`src/verilog/i2ctx_pkg.sv`:
```
`default_nettype none

package i2ctx_pkg;
  // register byte offsets on the avalon slave
  localparam logic [7:0] OFF_CTRL = 8'h00;
  localparam logic [7:0] OFF_TFR = 8'h10;
  localparam logic [7:0] OFF_STATUS = 8'h14;
  localparam logic [7:0] OFF_DMA = 8'h18;
  localparam logic [7:0] OFF_RAW = 8'h1c;
  localparam logic [7:0] OFF_MASK = 8'h20;
  // control register fields
  localparam int CTRL_GO_BIT = 0;
  localparam int CTRL_ADDR_LSB = 8;
  localparam int CTRL_THR_LSB = 16;
  localparam logic [6:0] OWN_ADDR_RESET = 7'h55;
  localparam logic [3:0] THR_RESET = 4'h2;
  // dma control fields
  localparam int DMA_EN_BIT = 0;
  localparam int DMA_SZ_LSB = 1;
  // interrupt flag positions, shared by raw flags and mask
  localparam int IRQ_REQ = 0;
  localparam int IRQ_EMPTY = 1;
  localparam int IRQ_DONE = 2;
  localparam int IRQ_NEAR = 3;
  localparam int IRQ_W = 4;
  // status register fields and codes
  localparam int STAT_OP_LSB = 0;
  localparam int STAT_ST_LSB = 2;
  localparam int STAT_LVL_LSB = 8;
  localparam logic [1:0] OP_MW = 2'h0;
  localparam logic [1:0] OP_RFS = 2'h3;
  localparam logic [1:0] ST_NOP = 2'h0;
  localparam logic [1:0] ST_ON = 2'h1;
  localparam logic [1:0] ST_OK = 2'h2;
  localparam logic [1:0] ST_ABORT = 2'h3;
  // transmit queue geometry
  localparam int FIFO_DEPTH = 16;
  localparam int FIFO_AW = 4;
  localparam int LVL_W = 5;
  // master-mode bus phase timing
  localparam int CLK_NS = 100;
  localparam int PHASE_NS = 400;
  localparam int PHASE_CYC = (PHASE_NS + CLK_NS - 1) / CLK_NS;

  // engine states, one-hot
  typedef enum logic [8:0] {
    ST_IDLE = 9'h001,
    ST_MSTART = 9'h002,
    ST_MBIT = 9'h004,
    ST_MACK = 9'h008,
    ST_MSTOP = 9'h010,
    ST_SADDR = 9'h020,
    ST_SAACK = 9'h040,
    ST_SLOAD = 9'h080,
    ST_SBIT = 9'h100
  } i2ctx_state_e;

  // one avalon request as seen by the slave
  typedef struct packed {
    logic rd;
    logic wr;
    logic [7:0] addr;
    logic [3:0] be;
    logic [31:0] wdata;
  } i2ctx_bus_s;

  // dma request lines towards the dma engine
  typedef struct packed {
    logic single;
    logic burst;
    logic last;
  } i2ctx_dma_s;

  // burst length in bytes from the 2-bit size code
  function automatic logic [LVL_W-1:0] i2ctx_burst_len(input logic [1:0] sz);
    unique case (sz)
      2'h0: i2ctx_burst_len = 5'h01;
      2'h1: i2ctx_burst_len = 5'h04;
      2'h2: i2ctx_burst_len = 5'h08;
      default: i2ctx_burst_len = 5'h10;
    endcase
  endfunction
endpackage

`default_nettype wire

```
`src/verilog/i2ctx_feed.sv`:
```
`default_nettype none

// transmit data path of a two-wire controller: queue, serialiser, flags, dma
module i2ctx_feed
  import i2ctx_pkg::*;
(
  input wire logic mclk_i,
  input wire logic resetn_i,
  input wire logic [7:0] avs_address_i,
  input wire logic avs_read_i,
  input wire logic avs_write_i,
  input wire logic [3:0] avs_byteenable_i,
  input wire logic [31:0] avs_writedata_i,
  output logic [31:0] avs_readdata_o,
  output logic avs_waitrequest_o,
  input wire logic scl_i,
  output logic scl_o,
  output logic scl_oe_o,
  input wire logic sda_i,
  output logic sda_o,
  output logic sda_oe_o,
  output logic irq_o,
  output i2ctx_dma_s dma_req_o
);
  i2ctx_bus_s req; // bundled bus request
  logic [1:0] scl_sy_reg, sda_sy_reg; // two-stage pin synchronisers
  logic scl_q_reg, sda_q_reg; // previous synchronised levels
  logic scl_s, sda_s; // synchronised pin levels
  logic scl_rise, scl_fall, start_det, stop_det; // bus events
  i2ctx_state_e state_reg, state_next; // engine state
  logic [2:0] bit_reg, bit_next; // bit index in byte
  logic [7:0] sh_reg, sh_next; // shift register
  logic sda_drv_reg, sda_drv_next; // pull data line low
  logic scl_drv_reg, scl_drv_next; // pull clock line low
  logic flag_reg, flag_next; // per-state helper flag
  logic [1:0] ph_reg, ph_next; // master bit phase
  logic [2:0] div_reg, div_next; // master phase divider
  logic tick; // master phase strobe
  logic [1:0] op_reg, op_next; // last operation
  logic [1:0] st_reg, st_next; // last operation status
  logic pop, flush, ev_req, ev_empty, ev_done, ev_nack, go_clr; // engine strobes
  logic slave_any, slave_rd; // slave activity decode
  logic [7:0] addr_byte; // address byte being completed
  logic wait_reg, wait_next; // waitrequest
  logic [31:0] rdata_reg, rdata_next; // read data
  logic acc; // request accepted this edge
  logic go_reg, go_next; // master write requested
  logic [6:0] own_reg, own_next; // own slave address
  logic [3:0] thr_reg, thr_next; // nearly-empty threshold
  logic dma_en_reg, dma_en_next; // dma mode
  logic [1:0] dsz_reg, dsz_next; // dma burst size code
  logic [IRQ_W-2:0] raw_reg, raw_next; // sticky flags
  logic [IRQ_W-1:0] mask_reg, mask_next; // interrupt mask
  logic [IRQ_W-1:0] flags; // sticky flags plus live nearly-empty
  logic irq_reg, irq_next; // interrupt output
  i2ctx_dma_s dma_reg, dma_next; // dma request outputs
  logic pin_lo_reg; // constant low level for open-drain pins
  logic push; // queue push
  logic [7:0] head; // queue head byte
  logic [LVL_W-1:0] level, free; // queue fill and free room
  logic empty; // queue empty
  logic near; // nearly-empty condition

  assign req = '{rd: avs_read_i, wr: avs_write_i, addr: avs_address_i,
                 be: avs_byteenable_i, wdata: avs_writedata_i};

  // transmit queue
  i2ctx_fifo u_fifo (
    .mclk_i(mclk_i),
    .resetn_i(resetn_i),
    .push_i(push),
    .data_i(req.wdata[7:0]),
    .pop_i(pop),
    .flush_i(flush),
    .head_o(head),
    .level_o(level),
    .empty_o(empty)
  );

  // pin synchronisers; the first stage feeds only the second
  always_ff @(posedge mclk_i or negedge resetn_i) begin
    if (!resetn_i) begin
      scl_sy_reg <= 2'h3;
      sda_sy_reg <= 2'h3;
      scl_q_reg <= 1'h1;
      sda_q_reg <= 1'h1;
      pin_lo_reg <= 1'h0;
    end else begin
      scl_sy_reg <= {scl_sy_reg[0], scl_i};
      sda_sy_reg <= {sda_sy_reg[0], sda_i};
      scl_q_reg <= scl_sy_reg[1];
      sda_q_reg <= sda_sy_reg[1];
      pin_lo_reg <= 1'h0;
    end
  end

  // edge and start/stop detection on synchronised levels
  always_comb begin
    scl_s = scl_sy_reg[1];
    sda_s = sda_sy_reg[1];
    scl_rise = scl_s && !scl_q_reg;
    scl_fall = !scl_s && scl_q_reg;
    start_det = scl_s && scl_q_reg && !sda_s && sda_q_reg;
    stop_det = scl_s && scl_q_reg && sda_s && !sda_q_reg;
    tick = (div_reg == 3'(PHASE_CYC - 1));
    slave_any = (state_reg == ST_SADDR) || (state_reg == ST_SAACK) ||
                (state_reg == ST_SLOAD) || (state_reg == ST_SBIT) || (state_reg == ST_MACK && op_reg == OP_RFS);
    slave_rd = slave_any && (state_reg != ST_SADDR);
    addr_byte = {sh_reg[6:0], sda_s};
  end

  // engine next state: master write and slave read share one shifter
  always_comb begin
    state_next = state_reg;
    bit_next = bit_reg;
    sh_next = sh_reg;
    sda_drv_next = sda_drv_reg;
    scl_drv_next = scl_drv_reg;
    flag_next = flag_reg;
    ph_next = ph_reg;
    div_next = tick ? 3'h0 : div_reg + 3'h1;
    op_next = op_reg;
    st_next = st_reg;
    pop = 1'h0;
    flush = 1'h0;
    ev_req = 1'h0;
    ev_empty = 1'h0;
    ev_done = 1'h0;
    ev_nack = 1'h0;
    go_clr = 1'h0;
    unique case (state_reg)
      ST_IDLE: begin
        sda_drv_next = 1'h0;
        scl_drv_next = 1'h0;
        // start only once a byte is queued
        if (go_reg && !empty) begin
          state_next = ST_MSTART;
          op_next = OP_MW;
          st_next = ST_ON;
          go_clr = 1'h1;
          div_next = 3'h0;
          ph_next = 2'h0;
        end else if (start_det) begin
          state_next = ST_SADDR;
          bit_next = 3'h0;
        end
      end
      ST_MSTART: begin
        // start condition: data low while clock high, then clock low
        if (tick) begin
          if (ph_reg == 2'h0) begin
            sda_drv_next = 1'h1;
            ph_next = 2'h1;
          end else begin
            scl_drv_next = 1'h1;
            pop = 1'h1;
            sh_next = head;
            bit_next = 3'h0;
            ph_next = 2'h0;
            state_next = ST_MBIT;
          end
        end
      end
      ST_MBIT: begin
        // phase 0 sets data, 1 releases clock, 2 pulls it low again
        if (tick) begin
          if (ph_reg == 2'h0) begin
            sda_drv_next = ~sh_reg[0];
            ph_next = 2'h1;
          end else if (ph_reg == 2'h1) begin
            scl_drv_next = 1'h0;
            ph_next = 2'h2;
          end else if (scl_s) begin
            // a stretching slave holds the clock, so wait for it high
            scl_drv_next = 1'h1;
            sh_next = {1'h0, sh_reg[7:1]};
            bit_next = bit_reg + 3'h1;
            ph_next = 2'h0;
            if (bit_reg == 3'h7) begin
              state_next = ST_MACK;
            end
          end
        end
      end
      ST_MACK: begin
        // master write acknowledge slot; nack or empty queue ends the write
        if (tick) begin
          if (ph_reg == 2'h0) begin
            sda_drv_next = 1'h0;
            ph_next = 2'h1;
          end else if (ph_reg == 2'h1) begin
            scl_drv_next = 1'h0;
            ph_next = 2'h2;
          end else if (scl_s) begin
            scl_drv_next = 1'h1;
            ph_next = 2'h0;
            if (sda_s || empty) begin
              st_next = sda_s ? ST_ABORT : ST_OK;
              state_next = ST_MSTOP;
            end else begin
              pop = 1'h1;
              sh_next = head;
              state_next = ST_MBIT;
            end
          end
        end
      end
      ST_MSTOP: begin
        // stop condition: data low, clock released, then data released
        if (tick) begin
          if (ph_reg == 2'h0) begin
            sda_drv_next = 1'h1;
            ph_next = 2'h1;
          end else if (ph_reg == 2'h1) begin
            scl_drv_next = 1'h0;
            ph_next = 2'h2;
          end else begin
            sda_drv_next = 1'h0;
            ph_next = 2'h0;
            state_next = ST_IDLE;
          end
        end
      end
      ST_SADDR: begin
        // address byte arrives most significant bit first
        if (scl_rise) begin
          sh_next = addr_byte;
          bit_next = bit_reg + 3'h1;
          if (bit_reg == 3'h7) begin
            if (addr_byte[7:1] == own_reg && addr_byte[0]) begin
              flush = 1'h1;
              ev_req = 1'h1;
              op_next = OP_RFS;
              st_next = ST_ON;
              flag_next = 1'h0;
              state_next = ST_SAACK;
            end else begin
              state_next = ST_IDLE;
            end
          end
        end
      end
      ST_SAACK: begin
        // drive the address acknowledge for one clock
        if (scl_fall) begin
          sda_drv_next = !flag_reg;
          flag_next = !flag_reg;
          if (flag_reg) begin
            flag_next = 1'h0;
            state_next = ST_SLOAD;
          end
        end
      end
      ST_SLOAD: begin
        // clock is low here; hold it low until a byte is queued
        if (empty) begin
          scl_drv_next = 1'h1;
          if (!flag_reg) begin
            ev_empty = 1'h1;
            flag_next = 1'h1;
          end
        end else begin
          pop = 1'h1;
          sh_next = head;
          sda_drv_next = ~head[0];
          scl_drv_next = 1'h0;
          bit_next = 3'h0;
          state_next = ST_SBIT;
        end
      end
      ST_SBIT: begin
        // next bit on each falling clock, least significant first
        if (scl_fall) begin
          if (bit_reg == 3'h7) begin
            sda_drv_next = 1'h0;
            flag_next = 1'h0;
            state_next = ST_MACK;
          end else begin
            sh_next = {1'h0, sh_reg[7:1]};
            sda_drv_next = ~sh_reg[1];
            bit_next = bit_reg + 3'h1;
          end
        end
      end
      default: begin
        state_next = ST_IDLE;
      end
    endcase
    // slave read reuses the acknowledge state, sampling the master's answer
    if (state_reg == ST_MACK && op_reg == OP_RFS) begin
      div_next = 3'h0;
      ph_next = 2'h0;
      pop = 1'h0;
      st_next = st_reg;
      state_next = ST_MACK;
      scl_drv_next = 1'h0;
      sda_drv_next = 1'h0;
      if (scl_rise) begin
        flag_next = sda_s;
      end
      if (scl_fall) begin
        if (flag_reg) begin
          ev_done = 1'h1;
          ev_nack = 1'h1;
          st_next = ST_OK;
          state_next = ST_IDLE;
        end else begin
          flag_next = 1'h0;
          state_next = ST_SLOAD;
        end
      end
    end
    // start or stop inside a slave transfer ends it
    if (slave_any && (start_det || stop_det)) begin
      scl_drv_next = 1'h0;
      sda_drv_next = 1'h0;
      bit_next = 3'h0;
      state_next = start_det ? ST_SADDR : ST_IDLE;
      if (slave_rd) begin
        ev_done = 1'h1;
        st_next = ST_ABORT;
      end
    end
  end

  // engine registers
  always_ff @(posedge mclk_i or negedge resetn_i) begin
    if (!resetn_i) begin
      state_reg <= ST_IDLE;
      bit_reg <= 3'h0;
      sh_reg <= 8'h00;
      sda_drv_reg <= 1'h0;
      scl_drv_reg <= 1'h0;
      flag_reg <= 1'h0;
      ph_reg <= 2'h0;
      div_reg <= 3'h0;
      op_reg <= OP_MW;
      st_reg <= ST_NOP;
    end else begin
      state_reg <= state_next;
      bit_reg <= bit_next;
      sh_reg <= sh_next;
      sda_drv_reg <= sda_drv_next;
      scl_drv_reg <= scl_drv_next;
      flag_reg <= flag_next;
      ph_reg <= ph_next;
      div_reg <= div_next;
      op_reg <= op_next;
      st_reg <= st_next;
    end
  end

  // register file, flags, interrupt and dma requests
  always_comb begin
    acc = (req.rd || req.wr) && !wait_reg;
    wait_next = !((req.rd || req.wr) && wait_reg);
    push = acc && req.wr && req.addr == OFF_TFR && req.be[0];
    near = level <= LVL_W'(thr_reg);
    flags = {near, raw_reg};
    free = LVL_W'(FIFO_DEPTH) - level;
    go_next = go_reg && !go_clr;
    own_next = own_reg;
    thr_next = thr_reg;
    dma_en_next = dma_en_reg;
    dsz_next = dsz_reg;
    mask_next = mask_reg;
    raw_next = raw_reg;
    if (acc && req.wr) begin
      unique case (req.addr)
        OFF_CTRL: begin
          if (req.be[0] && req.wdata[CTRL_GO_BIT]) begin
            go_next = 1'h1;
          end
          if (req.be[1]) begin
            own_next = req.wdata[CTRL_ADDR_LSB +: 7];
          end
          if (req.be[2]) begin
            thr_next = req.wdata[CTRL_THR_LSB +: 4];
          end
        end
        OFF_DMA: begin
          if (req.be[0]) begin
            dma_en_next = req.wdata[DMA_EN_BIT];
            dsz_next = req.wdata[DMA_SZ_LSB +: 2];
          end
        end
        OFF_RAW: begin
          if (req.be[0]) begin
            raw_next = raw_reg & ~req.wdata[IRQ_W-2:0];
          end
        end
        OFF_MASK: begin
          if (req.be[0]) begin
            mask_next = req.wdata[IRQ_W-1:0];
          end
        end
        default: begin
          mask_next = mask_reg;
        end
      endcase
    end
    // hardware set wins over a clear in the same cycle
    raw_next[IRQ_REQ] = raw_next[IRQ_REQ] || ev_req;
    raw_next[IRQ_EMPTY] = raw_next[IRQ_EMPTY] || ev_empty;
    raw_next[IRQ_DONE] = raw_next[IRQ_DONE] || ev_done;
    irq_next = |(flags & mask_reg);
    // read data captured while waitrequest is still high
    rdata_next = 32'h0000_0000;
    unique case (req.addr)
      OFF_CTRL: rdata_next = {12'h000, thr_reg, 1'h0, own_reg, 7'h00, go_reg};
      OFF_STATUS: rdata_next = {19'h0_0000, level, 4'h0, st_reg, op_reg};
      OFF_DMA: rdata_next = {29'h0000_0000, dsz_reg, dma_en_reg};
      OFF_RAW: rdata_next = {28'h000_0000, flags};
      OFF_MASK: rdata_next = {28'h000_0000, mask_reg};
      default: rdata_next = 32'h0000_0000;
    endcase
    // dma requests while a master write waits to start or a slave read runs, sized by free room
    dma_next.burst = dma_en_reg && (go_reg || slave_rd) &&
                     free >= i2ctx_burst_len(dsz_reg);
    dma_next.single = dma_en_reg && (go_reg || slave_rd) && free != '0 &&
                      free < i2ctx_burst_len(dsz_reg);
    dma_next.last = dma_en_reg && ev_nack;
  end

  // register file flops
  always_ff @(posedge mclk_i or negedge resetn_i) begin
    if (!resetn_i) begin
      wait_reg <= 1'h1;
      rdata_reg <= 32'h0000_0000;
      go_reg <= 1'h0;
      own_reg <= OWN_ADDR_RESET;
      thr_reg <= THR_RESET;
      dma_en_reg <= 1'h0;
      dsz_reg <= 2'h0;
      raw_reg <= 3'h0;
      mask_reg <= 4'h0;
      irq_reg <= 1'h0;
      dma_reg <= '0;
    end else begin
      wait_reg <= wait_next;
      rdata_reg <= rdata_next;
      go_reg <= go_next;
      own_reg <= own_next;
      thr_reg <= thr_next;
      dma_en_reg <= dma_en_next;
      dsz_reg <= dsz_next;
      raw_reg <= raw_next;
      mask_reg <= mask_next;
      irq_reg <= irq_next;
      dma_reg <= dma_next;
    end
  end

  assign avs_readdata_o = rdata_reg;
  assign avs_waitrequest_o = wait_reg;
  assign scl_o = pin_lo_reg;
  assign sda_o = pin_lo_reg;
  assign scl_oe_o = scl_drv_reg;
  assign sda_oe_o = sda_drv_reg;
  assign irq_o = irq_reg;
  assign dma_req_o = dma_reg;
endmodule

`default_nettype wire

```
`src/verilog/i2ctx_fifo.sv`:
```
`default_nettype none

// byte queue with synchronous flush; push when full and pop when empty are ignored
module i2ctx_fifo
  import i2ctx_pkg::*;
(
  input wire logic mclk_i,
  input wire logic resetn_i,
  input wire logic push_i,
  input wire logic [7:0] data_i,
  input wire logic pop_i,
  input wire logic flush_i,
  output logic [7:0] head_o,
  output logic [LVL_W-1:0] level_o,
  output logic empty_o
);
  logic [7:0] mem_reg [FIFO_DEPTH]; // byte storage
  logic [FIFO_AW-1:0] wp_reg, wp_next; // write pointer
  logic [FIFO_AW-1:0] rp_reg, rp_next; // read pointer
  logic [LVL_W-1:0] cnt_reg, cnt_next; // fill level
  logic do_push; // accepted push
  logic do_pop; // accepted pop

  // pointer and level arithmetic; flush wins over both
  always_comb begin
    do_push = push_i && (cnt_reg != LVL_W'(FIFO_DEPTH)) && !flush_i;
    do_pop = pop_i && (cnt_reg != '0) && !flush_i;
    wp_next = do_push ? wp_reg + 4'h1 : wp_reg;
    rp_next = do_pop ? rp_reg + 4'h1 : rp_reg;
    cnt_next = cnt_reg + LVL_W'(do_push) - LVL_W'(do_pop);
    if (flush_i) begin
      wp_next = '0;
      rp_next = '0;
      cnt_next = '0;
    end
  end

  // pointer registers
  always_ff @(posedge mclk_i or negedge resetn_i) begin
    if (!resetn_i) begin
      wp_reg <= '0;
      rp_reg <= '0;
      cnt_reg <= '0;
    end else begin
      wp_reg <= wp_next;
      rp_reg <= rp_next;
      cnt_reg <= cnt_next;
    end
  end

  // storage write, no reset needed on data
  always_ff @(posedge mclk_i) begin
    if (do_push) begin
      mem_reg[wp_reg] <= data_i;
    end
  end

  assign head_o = mem_reg[rp_reg];
  assign level_o = cnt_reg;
  assign empty_o = (cnt_reg == '0);
endmodule

`default_nettype wire

```
`config.mk`:
```
export PLATFORM = sky130hd
export DESIGN_NAME = i2ctx_feed
export DESIGN_NICKNAME = d
export VERILOG_FILES = /design/src/verilog/i2ctx_pkg.sv /design/src/verilog/i2ctx_feed.sv /design/src/verilog/i2ctx_fifo.sv
export SDC_FILE = /design/constraint.sdc
export NUM_CORES = 1
export LEC_CHECK = 0
export ABC_CLOCK_PERIOD_IN_PS = 7100
export BUFFER_PORTS_ARGS = -buffer_cell sky130_fd_sc_hd__buf_2
export CORE_AREA = 2 2 131 133
export DETAILED_ROUTE_END_ITERATION = 6
export DIE_AREA = 0 0 133 135
export GPL_ROUTABILITY_DRIVEN = 0
export PLACE_DENSITY_LB_ADDON = 0.3
export SLEW_MARGIN = 40
export SYNTH_ARGS = -nofsm -noshare
export SYNTH_HDL_FRONTEND = slang
export SYNTH_SLANG_ARGS = --single-unit
```
`constraint.sdc`:
```
create_clock -name mclk_i -period 7.1 [get_ports mclk_i]
set_clock_uncertainty 0.15 [all_clocks]
set_input_delay 0 -clock mclk_i [delete_from_list [all_inputs] [get_ports mclk_i]]
set_output_delay 0 -clock mclk_i [all_outputs]
set_load 0.1 [all_outputs]
```
# Yosys cells after proc, flatten, opt, wreduce, memory -nomap -nowiden
# Memory sizes are Yosys's and may differ from the RTL's.
# Index checks and enable logic that the tools add are counted.
# classes
addsub,7
multipliers,0
n_div,0
n_lt_le_gt_ge,3
n_eq_ne,86
shifts,0
muxes,177
bitwise,6
n_reduce_logical,76
# op_table
op,count
$mux 9,24
$mux 8,17
$pmux 20 s5,1
$pmux 9 s9,1
$mux 1,69
$mux 3,20
$mux 2,27
$ne 4x4->1 const B,12
$pmux 8 s6,1
$ne 4x2->1 const B,11
$ne 3x3->1 const B,11
$eq 8x5->1 const B,4
$ne 2x2->1 const B,16
$logic_and 1x1->1,28
$reduce_and 20->1,1
$pmux 3 s6,1
$mux 4,4
$reduce_and 16->1,1
$ne 5x5->1 const B,3
$pmux 5 s3,1
$reduce_bool 5->1,3
$reduce_bool 7->1,2
$reduce_and 13->1,1
$ne 3x2->1 const B,4
other kinds (57),92
# word_totals
register_bits,110
latch_bits,0
mem_bits_rw,128
mem_bits_ro,0
inputBits,50
output_inout_bits,41
elab_cells,386
mem_count,1
# mem_list
memory,words,width,read_ports,rd_clocked_by_memory_dff,write_ports,line_no,rtl
u_fifo.mem_reg,16,8,1,0,1,i2ctx_fifo.sv:17,logic [7:0] mem_reg [FIFO_DEPTH];

# Longest topological paths before layout
# logic_depth
word_depth,13
depth_mapped,15
ltp_nobuf,15

# Hierarchy
# A second synthesis with hierarchy kept.
# unflattened
hier_cells,836
area_unflattened_um2,10739.0
# by_module_without_submodules
mod,n_inst,cells_each,area_each_um2,seq_area_each_um2
i2ctx_fifo,1,340,5901.9,4169.0
i2ctx_feed,1,496,4837.1,1993.2

# Worst setup path before layout
# OpenSTA, ideal clock, no wires.
# synth_path
path_kind,reg-to-reg
startpoint,register state_reg[6]
endpoint,register u_fifo.cnt_reg[4] (netlist: u_fifo.level_o[4])
setup_time_ns,0.126
t_arrival_ns,3.145
t_required_ns,6.824
path_slack_ns,3.679
path_stages_with_launch,16
path_buffers,1
period_less_slack_ns,3.421
path_cell_list,dfrtp_1 > buf_2 > nor4_1 > nand3_1 > o221ai_1 > nor3b_2 > ha_1 > inv_1 > ha_1 > inv_1 > fa_1 > nor2_1 > nor2_1 > nor2_1 > or3_1 > a21oi_1
# synth_via
elab_chain_cells,7
elab_cells_between_ends,15
cone_classes,2 x add/sub; 4 x eq/ne; 4 x mux; 5 x reduce/logical
# synth_lines
item,line_no,rtl
from (decl),i2ctx_feed.sv:30,"i2ctx_state_e state_reg, state_next;"
from (signal assigned),i2ctx_feed.sv:340,state_reg <= state_next;
$eq 9x6->1 (tied with other cells),i2ctx_feed.sv:131,unique case (state_reg)
$mux 1 (tied with other cells),i2ctx_feed.sv:131,
$logic_not 1->1 or $mux 1 (tied branches),"i2ctx_fifo.sv:26, i2ctx_fifo.sv:27, i2ctx_feed.sv:290",
"$logic_and 1x1->1, on equally long branches","i2ctx_fifo.sv:26, i2ctx_fifo.sv:27",
$add 5x1->5 or $logic_and 1x1->1 (tied branches),"i2ctx_fifo.sv:30, i2ctx_fifo.sv:27",
$sub 5x1->5,i2ctx_fifo.sv:30,cnt_next = cnt_reg + LVL_W'(do_push) - LVL_W'(do_pop);
$mux 5 (*),i2ctx_fifo.sv:31,if (flush_i) begin
named net u_fifo.cnt_next[4],i2ctx_fifo.sv:20,"logic [LVL_W-1:0] cnt_reg, cnt_next;"
to (signal assigned),i2ctx_fifo.sv:47,cnt_reg <= cnt_next;
to (decl),i2ctx_fifo.sv:20,
# Mark *: on every way through the listed nets, which the timed path passes. The rest lies on a longest branch.
# A chain may end at the register's enable or synchronous reset.

# Worst setup path after layout
# layout_path
startpoint,register state_reg[7]
endpoint,register u_fifo.cnt_reg[4] (netlist: u_fifo.level_o[4])
# Same word-level chain as after synthesis.

==> impl_metrics.yaml <==
final_layout:
  syn_to_final_growth_pct: 14.7
  largest_register_ffs: 128
  nFillCells: 995
  diodes: 0
  fin_nets: 978
  layout-drive-gt1-share: 0.208
worst_setup_path:
  cp.required_ns: 7.39
  path_cells: "or4b_4 > nor4_4 > nand4_1 > nand2_1 > inv_1 > ha_1 > inv_1 > fa_1 > nor2_1 > nor2_1 > nor2_1 > or3_1 > a21oi_1"
  max_stage_delay_ns: 0.64
  reg2reg_from: "state_reg[7]"
  r2r_slack_ns: 2.93
  reg2reg_depth: 13
  worstSetupEndpoint: "u_fifo.level_o[4]"
  start_kind: "flip-flop"
  end_kind: "flip-flop"
  critPathKind: "flip-flop to flip-flop"
  critical_path.top_delay_family: "simple AND/OR/NAND/NOR gates"
  crit_buf_inv: 2
  rr_endpoint: "u_fifo.level_o[4]"
  cp_slowest_cell: "or4b_4"
  worstPathMaxFanout: 14
  path_depth: 13
  cp.arrival_ns: 4.46
  critPathLaunch: "state_reg[7]"
  crit_top_cell: "nor2_1"
sta:
  fmax_ghz: 0.240
  max-slew-margin-rel: 0.437
  hold_violations: 0
  finalCriticalPeriod_ns: 4.17
  rsz0062_at_grt: "no"
  finalSetupViolations: 0
  fin_tns_setup_ns: 0
  min_period_over_period: 0.587
  worstMarginPinSlew_ns: 0.841
  drv_slew: 0
yosys:
  ys_ff_latch: 220
  ys.flop_type: "edfxtp_1"
  synth.top_cell.area_share: 0.363
  yosys.cell_types.count: 69
  synthTopCellsByArea: "edfxtp_1 36%, dfrtp_1 19%, mux4_2 7.0%"
  avgSynthCellArea_um2: 13.2
  synth_most_common_cell: "edfxtp_1"
  syn_inst: 800
  yosysSeqAreaShare: 0.582
  synth_top_area_cell: "edfxtp_1"
  yosysWarnings: 0
  async_flop_share: 0.418
  mappedNetlistArea_um2: 10600
  synth_common_cells: "128 x edfxtp_1, 79 x dfrtp_1, 59 x nand2_1, 52 x nor2_1, 33 x mux4_2"
  synth_enable_flop_cells: 128
route:
  drtIter0Drc: 955
  firstDrtPassIters: 5
  num_vias: 7262
  vias_per_cell: 6.40
  ant_nets: 0
  routedWlPerCell_um: 22.4
  remaining_drc_errors: 0
  wirelength_um: 25400
clock_tree:
  clk_pin_slew_worst_paths_ns: 0.06
  clockBufferDepth: 3
  clk_latency_ns: 0.52
  clock_sinks: 220
  cts_tree: "built"
  cts_made_buffers: 23
  post_cts_buffers: 0
  htree_num_levels: 1
  cts_root_buf: "clkbuf_16"
job:
  cap_violations: 0
pwr:
  p_total_mw: 2.96
  vdd_drop_max_mv: 0.228
  p_leak_nw: 4.79
  pwr_density_cell_nw_per_um2: 244
run_status:
  run_status: "finished clean"
global_routing:
  grt_pass1_wl_um: 39800
  grtUsageTotal: 0.290
  antenna_found_initial: 0
  grt_pass1_vias: 7242
  gr-total-overflow: 0
  grt_max_degree: 77
placement:
  dp_hpwl_um: 15900
  numPortBuffers: 57
die:
  ios: 91
  dieArea_um2: 18000
  start_util: 0.645
  fp.coreArea_um2: 16400
  rows: 47
  dieWidth_um: 133
  die_h_um: 135
hold_path:
  hold_class: "primary input to flip-flop"
[layer usage]
metal	global-route usage	routed length [um]	vias up
met5	0	0	-
met4	0.107	1040	0
met3	0.0435	1910	104
met2	0.502	12700	433
met1	0.376	9810	3563
li1	-	-	3162
[worst min-delay path: stages]
cell	delay, ns
buf_2	0.10
nor2b_1	0.21
nand4_1	0.19
mux2_2	0.17
[cell families after synthesis]
kind of cell / Yosys count / synth area share
simple gates: 247 / 0.124
flops: 220 / 0.582
compound gates: 117 / 0.0807
buf+inv: 83 / 0.0401
mux: 79 / 0.118
fa+ha+maj: 29 / 0.0350
xor+xnor: 24 / 0.0199
other cells: 1 / 0.000354
[worst min-delay path by stage]
stage	slack [ns]	endpoint	start	cells after the start
2_1_floorplan	-0.45	avs_readdata_o[0]	resetn_i	0
3_3_place_gp	-0.28	avs_readdata_o[17]	resetn_i	1
3_5_place_dp	-0.28	avs_readdata_o[17]	resetn_i	1
4_1_cts	0.01	dma_en_reg	avs_write_i	4
5_1_grt	0.07	dma_en_reg	avs_write_i	4
6_report	0.03	dma_en_reg	avs_write_i	4
[repair_timing]
item	in CTS	in global routing
hold buffers	47	1
endpoints found under the hold margin	254	13
setup endpoints to repair	0	0
gates resized for setup	0	0
[cell usage in the layout, fill, tap and decap left out, types with 16 or more instances in the layout]
master         instances
buf_2                 57
nor2_1                49
inv_1                 26
edfxtp_1             128
ha_1                  28
o21ai_0               20
nand3_1               16
mux2_2                32
nor2b_1               20
mux4_2                33
clkbuf_16             23
and2_1                19
dfrtp_1               78
conb_1                19
nand2_1               59
dlygate4sd3_1         47
a21oi_1               25
[through the flow]
step | cells | hold slack [ns] | area [um^2] | setup slack [ns] | util
after global routing | 1135 | 0.0729 | 12100 | 2.68 | 0.739
final | 1135 | 0.0277 | 12100 | 2.93 | 0.739
after global placement | 1046 | -0.284 | 11000 | 3.10 | 0.668
after floorplan | 818 | -0.446 | 10600 | 3.68 | -
after detailed placement | 1046 | -0.280 | 11000 | 3.02 | 0.668
after CTS | 1134 | 0.0124 | 12100 | 2.96 | 0.738
[final cells by class]
type	count	area (um^2)	share of cell area
well taps	220	275	0.0227
clock buffers	31	616	0.0507
repair buffers	113	827	0.0682
multi-input cells	515	4090	0.337
inverters	26	97.6	0.00804
flip-flops and latches	220	6170	0.508
clock inverters	10	62.6	0.00516
[power by group]
part	switching (mW)	internal (mW)	total, mW
clock	0.480	0.611	1.09
combinational	0.258	0.156	0.414
sequential	0.0529	1.40	1.45
total	0.791	2.16	2.96
No activity file was read; power rests on OpenSTA's default activity.
